`config.mk`:
```
export PLATFORM = sky130hd
export DESIGN_NAME = tmw_timer
export DESIGN_NICKNAME = d
export VERILOG_FILES = /design/src/hw/tmw_pkg.sv /design/src/hw/tmw_prescaler.sv /design/src/hw/tmw_timer.sv
export SDC_FILE = /design/constraint.sdc
export NUM_CORES = 1
export LEC_CHECK = 0
export ABC_AREA = 0
export BUFFER_PORTS_ARGS = -buffer_cell sky130_fd_sc_hd__buf_2
export CORE_MARGIN = 8
export CORE_UTILIZATION = 45
export CTS_BUF_LIST = sky130_fd_sc_hd__clkbuf_4
export DETAILED_ROUTE_END_ITERATION = 7
export HOLD_SLACK_MARGIN = 0.08
export PLACE_DENSITY = 0.66
export SLEW_MARGIN = 20
export SYNTH_ARGS = -nofsm -noshare
export SYNTH_HDL_FRONTEND = slang
export SYNTH_HIERARCHICAL = 1
export SYNTH_SLANG_ARGS = --single-unit
```
`constraint.sdc`:
```
create_clock -name mclk -period 3.3 [get_ports mclk]
set_clock_uncertainty 0.05 [all_clocks]
set_input_delay 0.165 -clock mclk [delete_from_list [all_inputs] [get_ports mclk]]
set_output_delay 0.165 -clock mclk [all_outputs]
set_load 0.02 [all_outputs]
```
`src/hw/tmw_pkg.sv`:
```
package tmw_pkg;
    // register addresses (word indices on the plain port)
    localparam logic [3:0] ADDR_MODE = 4'h0;    // timer_mode_select
    localparam logic [3:0] ADDR_CTRL = 4'h1;    // timer_clock_clear_level_control
    localparam logic [3:0] ADDR_IEN = 4'h2;     // timer_interrupt_enables
    localparam logic [3:0] ADDR_STAT = 4'h3;    // timer_status_reg
    localparam logic [3:0] ADDR_CNT_H = 4'h4;   // timer_count high byte
    localparam logic [3:0] ADDR_CNT_L = 4'h5;   // timer_count low byte
    localparam logic [3:0] ADDR_GR_BASE = 4'h8; // general_reg a..d, hi/lo pairs from 8
    // mode register fields
    localparam int MODE_START = 7;
    localparam int MODE_BUF_B = 5;
    localparam int MODE_BUF_A = 4;
    localparam int MODE_PWM_D = 2;
    localparam int MODE_PWM_C = 1;
    localparam int MODE_PWM_B = 0;
    localparam logic [7:0] MODE_FIXED_ONES = 8'h48;
    localparam logic [7:0] MODE_WR_MASK = 8'hb7;
    // control register fields
    localparam int CTRL_CLEAR = 7;
    localparam int CTRL_CKS_HI = 6;
    localparam int CTRL_CKS_LO = 4;
    // enable / status register fields
    localparam int IEN_OVF = 7;
    localparam logic [7:0] IEN_FIXED_ONES = 8'h70;
    localparam logic [7:0] IEN_WR_MASK = 8'h8f;
    // clock select codes
    localparam logic [2:0] CKS_DIV1 = 3'h0;
    localparam logic [2:0] CKS_DIV2 = 3'h1;
    localparam logic [2:0] CKS_DIV4 = 3'h2;
    localparam logic [2:0] CKS_DIV8 = 3'h3;
    localparam logic [15:0] CNT_MAX = 16'hffff;
    localparam logic [15:0] GR_RESET = 16'hffff;
endpackage

```
`src/hw/tmw_prescaler.sv`:
```
`timescale 1ns/1ps
// free-running divider giving one-cycle enables at /2, /4, /8
module tmw_prescaler
    import tmw_pkg::*;
(
    input wire logic mclk,
    input wire logic rst,
    output logic en2,
    output logic en4,
    output logic en8
);
    logic [2:0] div_r; // divider chain

    // count every cycle; a lower bit set pattern marks the tick
    always_ff @(posedge mclk) begin
        if (rst) begin
            div_r <= 3'h0;
        end else begin
            div_r <= div_r + 3'h1;
        end
    end

    assign en2 = div_r[0];
    assign en4 = &div_r[1:0];
    assign en8 = &div_r;
endmodule // tmw_prescaler

```
`src/hw/tmw_timer.sv`:
```
`timescale 1ns/1ps
module tmw_timer
    import tmw_pkg::*;
(
    input wire logic mclk,
    input wire logic rst,
    input wire logic [3:0] addr,
    input wire logic [7:0] wrData,
    input wire logic wrStb,
    input wire logic rdStb,
    output logic [7:0] rdData,
    input wire logic externalEventIn,
    input wire logic subClockTick,
    input wire logic subMode,
    output logic [3:0] timerPin,
    output logic overflowIrqReq,
    output logic [3:0] chanIrqReq
);
    logic [7:0] mode_r;        // mode register storage bits
    logic [7:0] ctrl_r;        // control register
    logic [7:0] ien_r;         // interrupt enables (writable bits)
    logic overflowFlag_r;      // overflow status
    logic [3:0] matchFlag_r;   // per-channel match status
    logic [4:0] armed_r;       // flag seen set by a read, bit 4 = overflow
    logic [15:0] count_r;      // timer_count
    logic [15:0] genReg_r [4]; // general_reg a..d, compare values
    logic [3:0] pinLatch_r;    // pin output latches
    logic [1:0] evSync_r;      // external event synchroniser
    logic evPrev_r;            // previous synced event level
    logic [1:0] subSync_r;     // subclock tick synchroniser
    logic subPrev_r;
    logic [1:0] subModeSync_r; // low-power mode level sync
    logic en2, en4, en8;
    logic countTick;           // one-cycle advance enable
    logic [3:0] match;         // compare hits this cycle
    logic wrap;                // overflow event
    logic [2:0] clkSel;
    logic [7:0] stat;          // status image

    tmw_prescaler u_pre (
        .mclk(mclk),
        .rst(rst),
        .en2(en2),
        .en4(en4),
        .en8(en8)
    );

    // pin inputs pass two flops before use
    always_ff @(posedge mclk) begin
        if (rst) begin
            evSync_r <= 2'h0;
            evPrev_r <= 1'b0;
            subSync_r <= 2'h0;
            subPrev_r <= 1'b0;
            subModeSync_r <= 2'h0;
        end else begin
            evSync_r <= {evSync_r[0], externalEventIn};
            evPrev_r <= evSync_r[1];
            subSync_r <= {subSync_r[0], subClockTick};
            subPrev_r <= subSync_r[1];
            subModeSync_r <= {subModeSync_r[0], subMode};
        end
    end

    assign clkSel = ctrl_r[CTRL_CKS_HI:CTRL_CKS_LO];

    // count enable by clock source
    always_comb begin
        countTick = 1'b0;
        if (clkSel[2]) begin
            countTick = evSync_r[1] & ~evPrev_r;
        end else begin
            case (clkSel[1:0])
                CKS_DIV1[1:0]: begin
                    // low-power modes run from the slow subclock instead
                    if (subModeSync_r[1]) begin
                        countTick = subSync_r[1] & ~subPrev_r;
                    end else begin
                        countTick = 1'b1;
                    end
                end
                CKS_DIV2[1:0]: countTick = en2;
                CKS_DIV4[1:0]: countTick = en4;
                CKS_DIV8[1:0]: countTick = en8;
                default: countTick = 1'b0;
            endcase
        end
        countTick = countTick & mode_r[MODE_START];
    end

    // compare on the current count, qualified by the advance tick
    genvar gi;
    generate
        for (gi = 0; gi < 4; gi++) begin : g_cmp
            assign match[gi] = countTick && (count_r == genReg_r[gi]);
        end
    endgenerate

    assign wrap = countTick && (count_r == CNT_MAX) && !(ctrl_r[CTRL_CLEAR] && match[0]);

    // counter
    always_ff @(posedge mclk) begin
        if (rst) begin
            count_r <= 16'h0000;
        end else if (wrStb && addr == ADDR_CNT_H) begin
            count_r[15:8] <= wrData;
        end else if (wrStb && addr == ADDR_CNT_L) begin
            count_r[7:0] <= wrData;
        end else if (countTick) begin
            if (ctrl_r[CTRL_CLEAR] && match[0]) begin
                count_r <= 16'h0000;
            end else begin
                count_r <= count_r + 16'h0001; // free-running, wraps
            end
        end
    end

    // general registers, byte-written
    always_ff @(posedge mclk) begin
        if (rst) begin
            for (int i = 0; i < 4; i++) begin
                genReg_r[i] <= GR_RESET;
            end
        end else if (wrStb && addr >= ADDR_GR_BASE) begin
            if (addr[0]) begin
                genReg_r[addr[2:1]][7:0] <= wrData;
            end else begin
                genReg_r[addr[2:1]][15:8] <= wrData;
            end
        end
    end

    // control registers
    always_ff @(posedge mclk) begin
        if (rst) begin
            mode_r <= 8'h00;
            ctrl_r <= 8'h00;
            ien_r <= 8'h00;
        end else if (wrStb) begin
            if (addr == ADDR_MODE) mode_r <= wrData & MODE_WR_MASK;
            if (addr == ADDR_CTRL) ctrl_r <= wrData;
            if (addr == ADDR_IEN) ien_r <= wrData & IEN_WR_MASK;
        end
    end

    // pin latches: level write loads, matches act afterwards
    // per the mode control register, a normal channel toggles on match
    // and a PWM channel sets on match and resets at match A (period)
    always_ff @(posedge mclk) begin
        if (rst) begin
            pinLatch_r <= 4'h0;
        end else if (wrStb && addr == ADDR_CTRL) begin
            pinLatch_r <= wrData[3:0];
        end else begin
            if (match[0]) pinLatch_r[0] <= ~pinLatch_r[0];
            for (int c = 1; c < 4; c++) begin
                if (mode_r[MODE_PWM_B + c - 1]) begin
                    if (match[c]) pinLatch_r[c] <= 1'b1;
                    else if (match[0]) pinLatch_r[c] <= 1'b0;
                end else if (match[c]) begin
                    pinLatch_r[c] <= ~pinLatch_r[c];
                end
            end
        end
    end

    // pin reflects the latch directly, so a level write shows next cycle
    assign timerPin = pinLatch_r;

    assign stat = {overflowFlag_r, 3'h7, matchFlag_r};

    // status flags: set wins over clear; clear needs prior read while set
    always_ff @(posedge mclk) begin
        if (rst) begin
            overflowFlag_r <= 1'b0;
            matchFlag_r <= 4'h0;
            armed_r <= 5'h00;
        end else begin
            if (rdStb && addr == ADDR_STAT) begin
                armed_r <= armed_r | {overflowFlag_r, matchFlag_r};
            end
            if (wrap) begin
                overflowFlag_r <= 1'b1;
            end else if (wrStb && addr == ADDR_STAT && !wrData[IEN_OVF] && armed_r[4]) begin
                overflowFlag_r <= 1'b0;
                armed_r[4] <= 1'b0;
            end
            for (int c = 0; c < 4; c++) begin
                if (match[c]) begin
                    matchFlag_r[c] <= 1'b1;
                end else if (wrStb && addr == ADDR_STAT && !wrData[c] && armed_r[c]) begin
                    matchFlag_r[c] <= 1'b0;
                    armed_r[c] <= 1'b0;
                end
            end
        end
    end

    // interrupt requests
    assign overflowIrqReq = overflowFlag_r & ien_r[IEN_OVF];
    assign chanIrqReq = matchFlag_r & ien_r[3:0];

    // read data, one cycle after the strobe
    always_ff @(posedge mclk) begin
        if (rst) begin
            rdData <= 8'h00;
        end else if (rdStb) begin
            case (addr)
                ADDR_MODE: rdData <= mode_r | MODE_FIXED_ONES;
                ADDR_CTRL: rdData <= ctrl_r;
                ADDR_IEN: rdData <= ien_r | IEN_FIXED_ONES;
                ADDR_STAT: rdData <= stat;
                ADDR_CNT_H: rdData <= count_r[15:8];
                ADDR_CNT_L: rdData <= count_r[7:0];
                default: begin
                    if (addr >= ADDR_GR_BASE) begin
                        rdData <= addr[0] ? genReg_r[addr[2:1]][7:0]
                                          : genReg_r[addr[2:1]][15:8];
                    end else begin
                        rdData <= 8'h00;
                    end
                end
            endcase
        end else begin
            rdData <= 8'h00;
        end
    end

    property p_ovf_req;
        @(posedge mclk) disable iff (rst)
        overflowIrqReq == (overflowFlag_r && ien_r[IEN_OVF]);
    endproperty
    a_ovf_req: assert property (p_ovf_req) else $error("overflow request mismatch");

    property p_wrap_sets;
        @(posedge mclk) disable iff (rst) wrap |=> overflowFlag_r;
    endproperty
    a_wrap_sets: assert property (p_wrap_sets) else $error("wrap did not set flag");

    property p_halt;
        @(posedge mclk) disable iff (rst)
        (!mode_r[MODE_START] && !wrStb) |=> count_r == $past(count_r);
    endproperty
    a_halt: assert property (p_halt) else $error("count moved while halted");

    property p_clear_a;
        @(posedge mclk) disable iff (rst)
        (ctrl_r[CTRL_CLEAR] && match[0] && !wrStb) |=> count_r == 16'h0000;
    endproperty
    a_clear_a: assert property (p_clear_a) else $error("match A did not clear");

    property p_level;
        @(posedge mclk) disable iff (rst)
        (wrStb && addr == ADDR_CTRL) |=> timerPin == $past(wrData[3:0]);
    endproperty
    a_level: assert property (p_level) else $error("level write not on pins");

    property p_ien_rd;
        @(posedge mclk) disable iff (rst)
        (rdStb && addr == ADDR_IEN) |=> rdData[6:4] == 3'h7;
    endproperty
    a_ien_rd: assert property (p_ien_rd) else $error("reserved bits not one");

    property p_noclear_unread;
        @(posedge mclk) disable iff (rst)
        (matchFlag_r[0] && !armed_r[0]) |=> matchFlag_r[0];
    endproperty
    a_noclear_unread: assert property (p_noclear_unread) else $error("flag cleared unread");

    property p_chan_req;
        @(posedge mclk) disable iff (rst) chanIrqReq == (matchFlag_r & ien_r[3:0]);
    endproperty
    a_chan_req: assert property (p_chan_req) else $error("channel request mismatch");

    property p_div8;
        @(posedge mclk) disable iff (rst)
        (mode_r[MODE_START] && clkSel == CKS_DIV8 && countTick) |=> (!countTick || clkSel != CKS_DIV8) [*7];
    endproperty
    a_div8: assert property (p_div8) else $error("divide by eight wrong");

    property p_pwm_c;
        @(posedge mclk) disable iff (rst)
        (mode_r[MODE_PWM_C] && match[2] && !(wrStb && addr == ADDR_CTRL)) |=> timerPin[2];
    endproperty
    a_pwm_c: assert property (p_pwm_c) else $error("pwm pin C not set at match");

    property p_norm_b;
        @(posedge mclk) disable iff (rst)
        (!mode_r[MODE_PWM_B] && match[1] && !(wrStb && addr == ADDR_CTRL))
            |=> timerPin[1] != $past(timerPin[1]);
    endproperty
    a_norm_b: assert property (p_norm_b) else $error("normal pin B not toggled");

    property p_pwm_d;
        @(posedge mclk) disable iff (rst)
        (mode_r[MODE_PWM_D] && match[0] && !match[3] && !(wrStb && addr == ADDR_CTRL))
            |=> !timerPin[3];
    endproperty
    a_pwm_d: assert property (p_pwm_d) else $error("pwm pin D not reset at period");

    property p_free_run;
        @(posedge mclk) disable iff (rst)
        (countTick && !ctrl_r[CTRL_CLEAR] && !wrStb)
            |=> count_r == $past(count_r) + 16'h0001;
    endproperty
    a_free_run: assert property (p_free_run) else $error("free count did not advance");

    property p_ext_only;
        @(posedge mclk) disable iff (rst)
        (clkSel[2] && !(evSync_r[1] && !evPrev_r)) |-> !countTick;
    endproperty
    a_ext_only: assert property (p_ext_only) else $error("tick without event edge");

    property p_sub_only;
        @(posedge mclk) disable iff (rst)
        (clkSel == CKS_DIV1 && subModeSync_r[1] && !(subSync_r[1] && !subPrev_r))
            |-> !countTick;
    endproperty
    a_sub_only: assert property (p_sub_only) else $error("tick without subclock edge");

    property p_div4;
        @(posedge mclk) disable iff (rst)
        (mode_r[MODE_START] && clkSel == CKS_DIV4 && countTick)
            |=> (!countTick || clkSel != CKS_DIV4) [*3];
    endproperty
    a_div4: assert property (p_div4) else $error("divide by four wrong");

    property p_reset_vals;
        @(posedge mclk) rst |=> (mode_r == 8'h00 && ien_r == 8'h00 && timerPin == 4'h0);
    endproperty
    a_reset_vals: assert property (p_reset_vals) else $error("reset values wrong");
endmodule // tmw_timer

```
Word level (Yosys, flattened, before mapping)
Memories as Yosys holds them, arrays and structs flattened.
Cells that the tools add are included.
{ "totals": {"reg_bits": 68, "ram_bits": 64, "out_inout_bits": 17, "n_memories": 1} }
{ "op_classes": {"add_sub_neg": 2, "n_lt_le_gt_ge": 1, "eq_ne": 14, "muxes": 57, "bitwise": 14, "reduce_logical": 57} }
{ "mem_list": {"columns": ["name", "depth", "width", "read_ports", "rd_ports_with_merged_regs", "write_ports", "line_no", "rtl"], "rows": [
  ["genReg_r", 4, 16, 5, 0, 4, "tmw_timer.sv:26", "logic [15:0] genReg_r [4];"]
]} }
{ "ops": {"columns": ["op", "n"], "rows": [
  ["$eq A16 B16 Y1", 4],
  ["$mux W16", 3],
  ["$pmux W8 S6", 1],
  ["$mux W1", 43],
  ["$mux W8", 5],
  ["$logic_and A1 B1 Y1", 23],
  ["$reduce_and A2 Y1", 9],
  ["$reduce_bool A3 Y1", 6],
  ["$add A16 B1 Y16 const B", 1],
  ["$eq A16 B16 Y1 const B", 1],
  ["$reduce_bool A2 Y1", 8],
  ["$reduce_or A16 Y1", 1],
  ["$eq A4 B2 Y1 const B", 2],
  ["$eq A4 B3 Y1 const B", 2],
  ["$not A1 Y1", 8],
  ["$logic_not A1 Y1", 6],
  ["$mux W5", 1],
  ["$or A5 B5 Y5", 1],
  ["$and A1 B1 Y1", 4],
  ["$and A4 B4 Y4", 1],
  ["$eq A2 B2 Y1 const B", 2],
  ["$eq A4 B1 Y1 const B", 1],
  ["$ge A4 B4 Y1 const B", 1],
  ["$logic_not A4 Y1", 1],
  ["9 further kinds", 10]
]} }

Depth between registers and ports, before layout
Gate-level depths: netlist (run 1).
{ "depth": {"ltp_word": 12, "mapped_depth": 10} }

Hierarchy
Netlist (run 1), hierarchy kept.
{ "by_module_without_submodules": {"columns": ["mod", "instances", "cells_each", "area_each_um2", "seq_area_each_um2"], "rows": [
  ["tmw_timer", 1, 681, 6819.0, 3223.1],
  ["tmw_prescaler", 1, 8, 101.3, 60.1]
]} }

Least setup slack after synthesis (run 1)
OpenSTA, ideal clock, no wires.
{ "synth_timing": {"kind": "input to register", "start": "input addr[2]", "end": "memory genReg_r[2][10] (enable)", "setup_ns": 0.311, "arrival_ns": 1.911, "t_required_ns": 2.939, "setup_slack_ns": 1.029, "path_stages": 6, "path_cell_list": "buf_4 > buf_4 > buf_2 > inv_1 > nor4_1 > or2_2"} }
{ "synth_rtl": {"columns": ["item", "line_no", "rtl"], "rows": [
  ["from (decl)", "tmw_timer.sv:7", "input wire logic [3:0] addr,"],
  ["to (decl)", "tmw_timer.sv:26", null]
]} }

Worst setup path in the final report (run 1)
{ "layout_timing": {"start": "register mode_r[7]", "end": "register count_r[0]"} }
{ "layout_between": {"elab_chain_cells": 6, "word_cells_on_any_way": 8} }
{ "layout_lines": {"columns": ["item", "line_no", "rtl"], "rows": [
  ["from (decl)", "tmw_timer.sv:19", "logic [7:0] mode_r;"],
  ["from (signal assigned)", "tmw_timer.sv:140", "if (addr == ADDR_MODE) mode_r <= wrData & MODE_WR_MASK;"],
  ["$and A1 B1 Y1 (*)", "tmw_timer.sv:88", "countTick = countTick & mode_r[MODE_START];"],
  ["$logic_and A1 B1 Y1", "tmw_timer.sv:95", "assign match[gi] = countTick && (count_r == genReg_r[gi]);"],
  ["$logic_and A1 B1 Y1", "tmw_timer.sv:110", "if (ctrl_r[CTRL_CLEAR] && match[0]) begin"],
  ["$mux W16", "tmw_timer.sv:110", null],
  ["$mux W16", "tmw_timer.sv:109", "end else if (countTick) begin"],
  ["$mux W8", "tmw_timer.sv:107", "end else if (wrStb && addr == ADDR_CNT_L) begin"],
  ["to (signal assigned)", "tmw_timer.sv:108", "count_r[7:0] <= wrData;"],
  ["to (signal assigned)", "tmw_timer.sv:113", "count_r <= count_r + 16'h0001;"],
  ["to (decl)", "tmw_timer.sv:25", "logic [15:0] count_r;"]
]} }
Every way passes the cells marked *; elsewhere a longest branch is shown, timed or not. The select of a mux whose other input is x is not followed.
A chain may end at the register's enable or synchronous reset.

==> impl_metrics.env, run 1 <==
export IMPL_top_layer="met4"
export IMPL_setup_violations=0
export IMPL_die_w_um=140
export IMPL_viasPerCell=6.13
export IMPL_avgSynthCellArea_um2=10.0
export IMPL_coreArea_um2=15100
export IMPL_worst_setup_path_type="reg2reg"
export IMPL_worstHoldPathType="in2reg"
export IMPL_gp_congestion=0.962
export IMPL_synth_area_top_cells="edfxtp_1 28%, dfxtp_1 20%, xnor2_1 8.4%"
export IMPL_dr_first_iter_drc_count=810
export IMPL_post_synth_top_area_cell="edfxtp_1"
export IMPL_vias=5696
export IMPL_cts_made_buffers=17
export IMPL_startpoint="mode_r[7]"
export IMPL_rsz0062_at_grt="no"
export IMPL_die_area_um2=19600
export IMPL_min_delay_start="wrStb"
export IMPL_reg2reg_from="mode_r[7]"
export IMPL_clockRootBuffer="clkbuf_4"
export IMPL_critPathMaxFanout=14
export IMPL_power_leakage_nw=2.53
export IMPL_grt_pass1_wl_mm=32.9
export IMPL_finalMaxSlewViolations=0
export IMPL_dp_cells=880
export IMPL_row_count=45
export IMPL_grt_ovfl_total=0
export IMPL_hold_violations=0
export IMPL_io_buffers=35
export IMPL_drc_errors=0
export IMPL_yosys_warnings=6
export IMPL_num_io_pins=36
export IMPL_async_flop_share_pct=0
export IMPL_wl_met1_mm=9.09
export IMPL_fin_cells=929
export IMPL_wire_per_inst_um=23.0
export IMPL_cts_tree="built"
export IMPL_dpl_hpwl_mm=15.5
export IMPL_layout_drive_gt1_share_pct=18.0
export IMPL_antenna_left=0
export IMPL_fin_crit_ns=2.75
export IMPL_fin_crit_sh_pct=83.2
export IMPL_clock_latency_ns=0.57
export IMPL_synthToLayoutAreaGrowth_pct=11.3
export IMPL_cts_max_path_buffers=2
export IMPL_status="finished clean"
export IMPL_worstSetupStartpointType="flop"
export IMPL_drtPass1Iterations=6
export IMPL_ys_ff_latch=132
export IMPL_yosysSeqAreaShare_pct=47.4
export IMPL_yosysUniqueCellTypes=56
export IMPL_drt_total_wl_mm=21.4
export IMPL_slew_headroom_pct=47.9
export IMPL_r2r_slack_ns=0.55
export IMPL_grt_max_degree=64
export IMPL_finalNetCount=749
export IMPL_worst_slew_pin_slew_ns=0.774
export IMPL_synthesis_nets=711
export IMPL_grt_pass1_vias=5380
export IMPL_final_common_cell="nand2_1"
export IMPL_die_h_um=140
export IMPL_most_common_layout_cells="82 x nand2_1, 68 x dfxtp_1, 66 x xnor2_1, 64 x edfxtp_1, 44 x nor2_1"
export IMPL_dpl_cell_area_um2=7260
export IMPL_crit_required_ns=3.67
export IMPL_track_usage_pct=22.2
export IMPL_crit_path_end_kind="flop"
export IMPL_netlist_area_um2=6920
export IMPL_tns_ns=0
export IMPL_cts_sinks=132
export IMPL_htree_levels=4
export IMPL_ir_drop_mv=0.219
export IMPL_cts_setup_buffers=0
export IMPL_wl_met3_mm=2.22
export IMPL_final_area_um2=7700
export IMPL_p_per_area_nw_per_um2=449
export IMPL_antenna_found_initial=1
export IMPL_cap_viol_max_count=0
export IMPL_synth_top_area_share_pct=27.8
export IMPL_fmax_ghz=0.364
export IMPL_synthCells=689
export IMPL_clkTransAtPathRegs_ns=0.13
export IMPL_met2_length_mm=9.41
export IMPL_cp_arrival_ns=3.12
export IMPL_synth_edf_count=64
export IMPL_initial_core_util_pct=45.9
export IMPL_synth_ff_type="dfxtp_1"
## power breakdown
part,internal (mW),switching [mW]
Combinational,0.200,0.245
Clock,0.477,0.641
Sequential,1.79,0.105
Total,2.47,0.990
## layer usage
layer | track usage (%) | vias up
met4 | 10.1 | 0
met3 | 5.03 | 43
met1 | 30.5 | 2763
met2 | 32.6 | 328
met5 | 0 | -
li1 | - | 2562
## sequential cells by signal (all words and copies together), names as in the netlist, 4 cells and up
name and count:
ctrl_r 8, ien_r 5, armed_r 5, matchFlag_r 4
genReg_r 64, mode_r 6, count_r 16, rdData 8
timerPin 4
## critical path, stage by stage, from the launching register on
cell,delay [ns]
dfxtp_1,0.43
or3b_4,0.42
a311oi_4,0.30
or2_1,0.43
nand3_1,0.51
a221oi_1,0.38
nor3_1,0.09
## logic make-up (layout without fill, tap and decap cells)
| family | after synthesis | count (layout) | synth area share, % |
|---|---|---|---|
| flip-flops | 132 | 132 | 47.4 |
| adder cells (fa/ha/maj) | 3 | 3 | 0.542 |
| XOR/XNOR | 66 | 66 | 8.35 |
| AND/OR/NAND/NOR | 273 | 273 | 19.6 |
| AO/OA/AOI/OAI | 104 | 104 | 9.93 |
| other | 0 | 1 | 0 |
| multiplexers | 42 | 42 | 9.96 |
| buffers and inverters | 69 | 120 | 4.14 |
## Yosys cell counts (3+ instances only)
| master | number |
|---|---|
| or3_1 | 6 |
| a311oi_1 | 8 |
| mux2i_1 | 10 |
| and2_1 | 8 |
| o21ai_0 | 13 |
| a222oi_1 | 4 |
| clkbuf_1 | 31 |
| inv_1 | 16 |
| a221oi_1 | 3 |
| a22oi_1 | 8 |
| nor2b_1 | 13 |
| nor4_1 | 7 |
| or2_2 | 8 |
| nor2_1 | 44 |
| a21oi_1 | 40 |
| edfxtp_1 | 64 |
| nand4_1 | 21 |
| dfxtp_1 | 68 |
| buf_1 | 4 |
| nand2_1 | 82 |
| nand2b_1 | 23 |
| nor3_1 | 11 |
| mux2_2 | 12 |
| nand3_1 | 36 |
| mux4_2 | 19 |
| a31oi_1 | 11 |
| ha_1 | 3 |
| xnor2_1 | 66 |
| buf_2 | 15 |
## final timing paths
check / endpoint / cells past startpoint
min reg2reg: subSync_r[1] / 1
min: mode_r[7] / 5
max: count_r[0] / 6
max reg2reg: count_r[0] / 6
## layout make-up
class                           count  area [um2]
Multi-Input combinational cell    488        3350
Clock inverter                     12         130
Antenna cell                        1        2.50
Sequential cell                   132        3280
Inverter                           16        60.1
Fill cell                        1360        7380
Clock buffer                       20         150
Timing Repair Buffer               72         493
Tap cell                          188         235
## metrics by stage
step | hold slack [ns] | total power [mW] | util [%] | setup slack [ns]
after global routing | 0.177 | 3.59 | 51.1 | 0.396
after floorplan | 0.182 | 2.20 | - | 1.03
after CTS | 0.166 | 3.46 | 51.0 | 0.628
after detailed placement | 0.336 | 2.35 | 48.1 | 0.652
after global placement | 0.324 | 2.35 | 48.1 | 0.706
final | 0.206 | 3.46 | 51.1 | 0.553
## what timing repair did
| item | CTS | global route |
|---|---|---|
| hold buffers | 16 | 0 |
| hold endpoints to repair | 66 | 0 |
| resized for setup | 0 | 0 |
Power figures use the tool's default switching activity.
==> run 2: changes to the inputs <==
- ABC_AREA: 0 -> 1
- clock period: 3.3 -> 2.67 ns (I/O delays scaled with it)
==> run 2 against run 1 <==
Clock-buffer cell count decreased by 3. Global-route usage up 1.5 points. Clock power rose by 32%. Hold slack lost 0.046 ns. Utilization is 0.40 points higher. Largest cell class unchanged. Area after synthesis grew 5.3%. Critical endpoint is now count_r[11].
==> impl_metrics.env, run 2 <==
export IMPL_wire_per_inst_um=18.9
export IMPL_crit_required_ns=3.07
export IMPL_die_w_um=143
export IMPL_worstSetupStartpointType="flop"
export IMPL_dpl_hpwl_mm=17.4
export IMPL_reg2reg_from="u_pre/div_r[0]"
export IMPL_yosysSeqAreaShare_pct=45.1
export IMPL_power_leakage_nw=3.44
export IMPL_dp_cells=1203
export IMPL_finalNetCount=1045
export IMPL_fin_crit_sh_pct=84.2
export IMPL_cts_sinks=132
export IMPL_cap_viol_max_count=0
export IMPL_gp_congestion=0.980
export IMPL_clock_latency_ns=0.58
export IMPL_total_power_mw=4.26
export IMPL_coreArea_um2=15900
export IMPL_hold_path_end="rdData[5]"
export IMPL_clkTransAtPathRegs_ns=0.13
export IMPL_worst_slew_pin_slew_ns=0.741
export IMPL_p_per_area_nw_per_um2=521
export IMPL_synth_ff_type="dfxtp_1"
export IMPL_worst_setup_path_type="reg2reg"
export IMPL_fmax_ghz=0.445
export IMPL_crit_path_end_kind="flop"
export IMPL_path_cells="ha_1 -> ha_1 -> nand2_1 -> nand3_1 -> nand3_1 -> a21oi_2 -> nand3_2 -> nand2_1 -> nand2_1 -> nand2_1 -> a21oi_1"
export IMPL_synthCells=971
export IMPL_yosys_warnings=6
export IMPL_antenna_found_initial=1
export IMPL_dr_first_iter_drc_count=791
export IMPL_drc_errors=0
export IMPL_tns_ns=0
export IMPL_ys_ff_latch=132
export IMPL_synth_most_common_cell="nand2_1"
export IMPL_num_io_pins=36
export IMPL_rsz0062_at_grt="no"
export IMPL_async_flop_share_pct=0
export IMPL_most_common_layout_cells="245 x nand2_1, 112 x inv_1, 105 x nor2_1, 77 x a21oi_1, 70 x o21ai_0"
export IMPL_die_area_um2=20500
export IMPL_slowest_delay_ns=0.41
export IMPL_grt_pass1_wl_mm=36.1
export IMPL_cts_max_path_buffers=2
export IMPL_synthesis_nets=993
export IMPL_grt_ovfl_total=0
export IMPL_synth_edf_count=64
export IMPL_drtPass1Iterations=5
export IMPL_worstHoldPathType="in2reg"
export IMPL_synthToLayoutAreaGrowth_pct=12.2
export IMPL_setup_violations=0
export IMPL_fin_cells=1253
export IMPL_cp_slowest_cell="a21oi_2"
export IMPL_status="finished clean"
export IMPL_hold_depth=4
export IMPL_min_delay_start="addr[0]"
export IMPL_hold_violations=0
export IMPL_antenna_left=0
export IMPL_yosysUniqueCellTypes=35
export IMPL_cp_arrival_ns=2.65
export IMPL_netlist_area_um2=7290
export IMPL_synth_area_top_cells="edfxtp_1 26%, dfxtp_1 19%, nand2_1 13%"
export IMPL_avgSynthCellArea_um2=7.50
export IMPL_drt_total_wl_mm=23.6
export IMPL_critPathMaxFanout=17
export IMPL_largestRegisters="genReg_r (64), count_r (16)"
export IMPL_row_count=46
export IMPL_post_synth_top_area_cell="edfxtp_1"
export IMPL_fin_crit_ns=2.25
export IMPL_fillers=1561
export IMPL_viasPerCell=5.44
export IMPL_synth_top_area_share_pct=26.4
export IMPL_regMostFlops="genReg_r"
export IMPL_r2r_slack_ns=0.42
export IMPL_largest_reg_flops=64
export IMPL_cpMostUsedCell="nand2_1"
export IMPL_post_route_util_pct=51.5
export IMPL_r2r_end="count_r[11]"
export IMPL_slew_headroom_pct=50.4
export IMPL_ir_drop_mv=0.231
export IMPL_worstRegToRegCells=11
export IMPL_synth_common_cells="245 x nand2_1, 112 x inv_1, 105 x nor2_1"
export IMPL_die_h_um=143
export IMPL_final_common_cell="nand2_1"
export IMPL_grt_pass1_vias=6306
export IMPL_cts_made_buffers=17
export IMPL_vias=6816
export IMPL_finalMaxSlewViolations=0
export IMPL_htree_levels=4
export IMPL_initial_core_util_pct=45.9
export IMPL_track_usage_pct=23.7
export IMPL_clockRootBuffer="clkbuf_4"
export IMPL_layout_drive_gt1_share_pct=12.7
export IMPL_io_buffers=35
export IMPL_grt_max_degree=38
export IMPL_cts_tree="built"
[run 2: cell count changes after synthesis, moves of 45 or more]
| cell | change |
|---|---|
| nor2_1 | +61 |
| nand2_1 | +163 |
| xnor2_1 | -60 |
| inv_1 | +96 |
| o21ai_0 | +57 |
| xor2_1 | +45 |
[run 2: logic make-up (layout without fill, tap and decap cells)]
group	after synthesis	count (layout)	synth area share, %
AOI/OAI and AO/OA	188	188	14.0
other	0	1	0
adders and majority gates	3	3	0.515
buffers and inverters	172	237	9.55
xor gates and xnor gates	51	51	6.13
and+or+nand+nor	425	425	24.8
DFF	132	132	45.1
[run 2: final cells by class]
| cell class | instances | area, um2 | area share [%] |
|---|---|---|---|
| clock buffers | 17 | 128 | 1.56 |
| clock inverters | 15 | 178 | 2.17 |
| diodes | 1 | 2.50 | 0.0306 |
| flip-flops and latches | 132 | 3280 | 40.2 |
| inverters | 130 | 488 | 5.97 |
| repair buffers | 75 | 518 | 6.34 |
| well taps | 216 | 270 | 3.31 |
| multi-input cells | 667 | 3310 | 40.5 |
[run 2: what timing repair did]
action / in CTS / in global routing
setup buffers: 0 / 0
hold buffers: 17 / 0
hold endpoints to repair: 88 / 0
gates resized for setup: 0 / 0
[run 2: through the flow]
stage / instance area, um2 / hold slack (ns) / setup WS, ns
final: 8180 / 0.161 / 0.421
after global routing: 8180 / 0.197 / 0.152
after CTS: 8170 / 0.112 / 0.451
after detailed placement: 7700 / 0.294 / 0.465
after global placement: 7700 / 0.281 / 0.500
after floorplan: 7290 / 0.150 / 0.887
[run 2: worst max-delay path by stage]
stage              startpoint     endpoint  cells after the start
6_report       u_pre/div_r[0]  count_r[11]                     11
5_1_grt        u_pre/div_r[0]  count_r[12]                     11
4_1_cts        u_pre/div_r[0]   armed_r[4]                     11
3_5_place_dp   u_pre/div_r[0]   armed_r[4]                     11
3_3_place_gp   u_pre/div_r[0]   armed_r[4]                     11
2_1_floorplan  u_pre/div_r[0]  count_r[14]                     10
[run 2: worst max-delay path: cells and delay by family (launching register included)]
kind | cells | cell delay, ns
DFF | 1 | 0.37
and+or+nand+nor | 7 | 0.92
AOI/OAI and AO/OA | 2 | 0.46
adders and majority gates | 2 | 0.32
[run 2: where the power goes]
| part | internal, mW | switching, mW |
|---|---|---|
| Combinational | 0.157 | 0.318 |
| Clock | 0.655 | 0.824 |
| Sequential | 2.21 | 0.0896 |
[run 2: per-layer routing]
metal | vias to the layer above | part of all wire, % | global-route usage [%]
met5 | - | 0 | 0
met4 | 0 | 4.7 | 14.2
met3 | 69 | 10 | 4.91
met2 | 383 | 44 | 35.2
met1 | 3119 | 42 | 31.1
li1 | 3245 | - | -
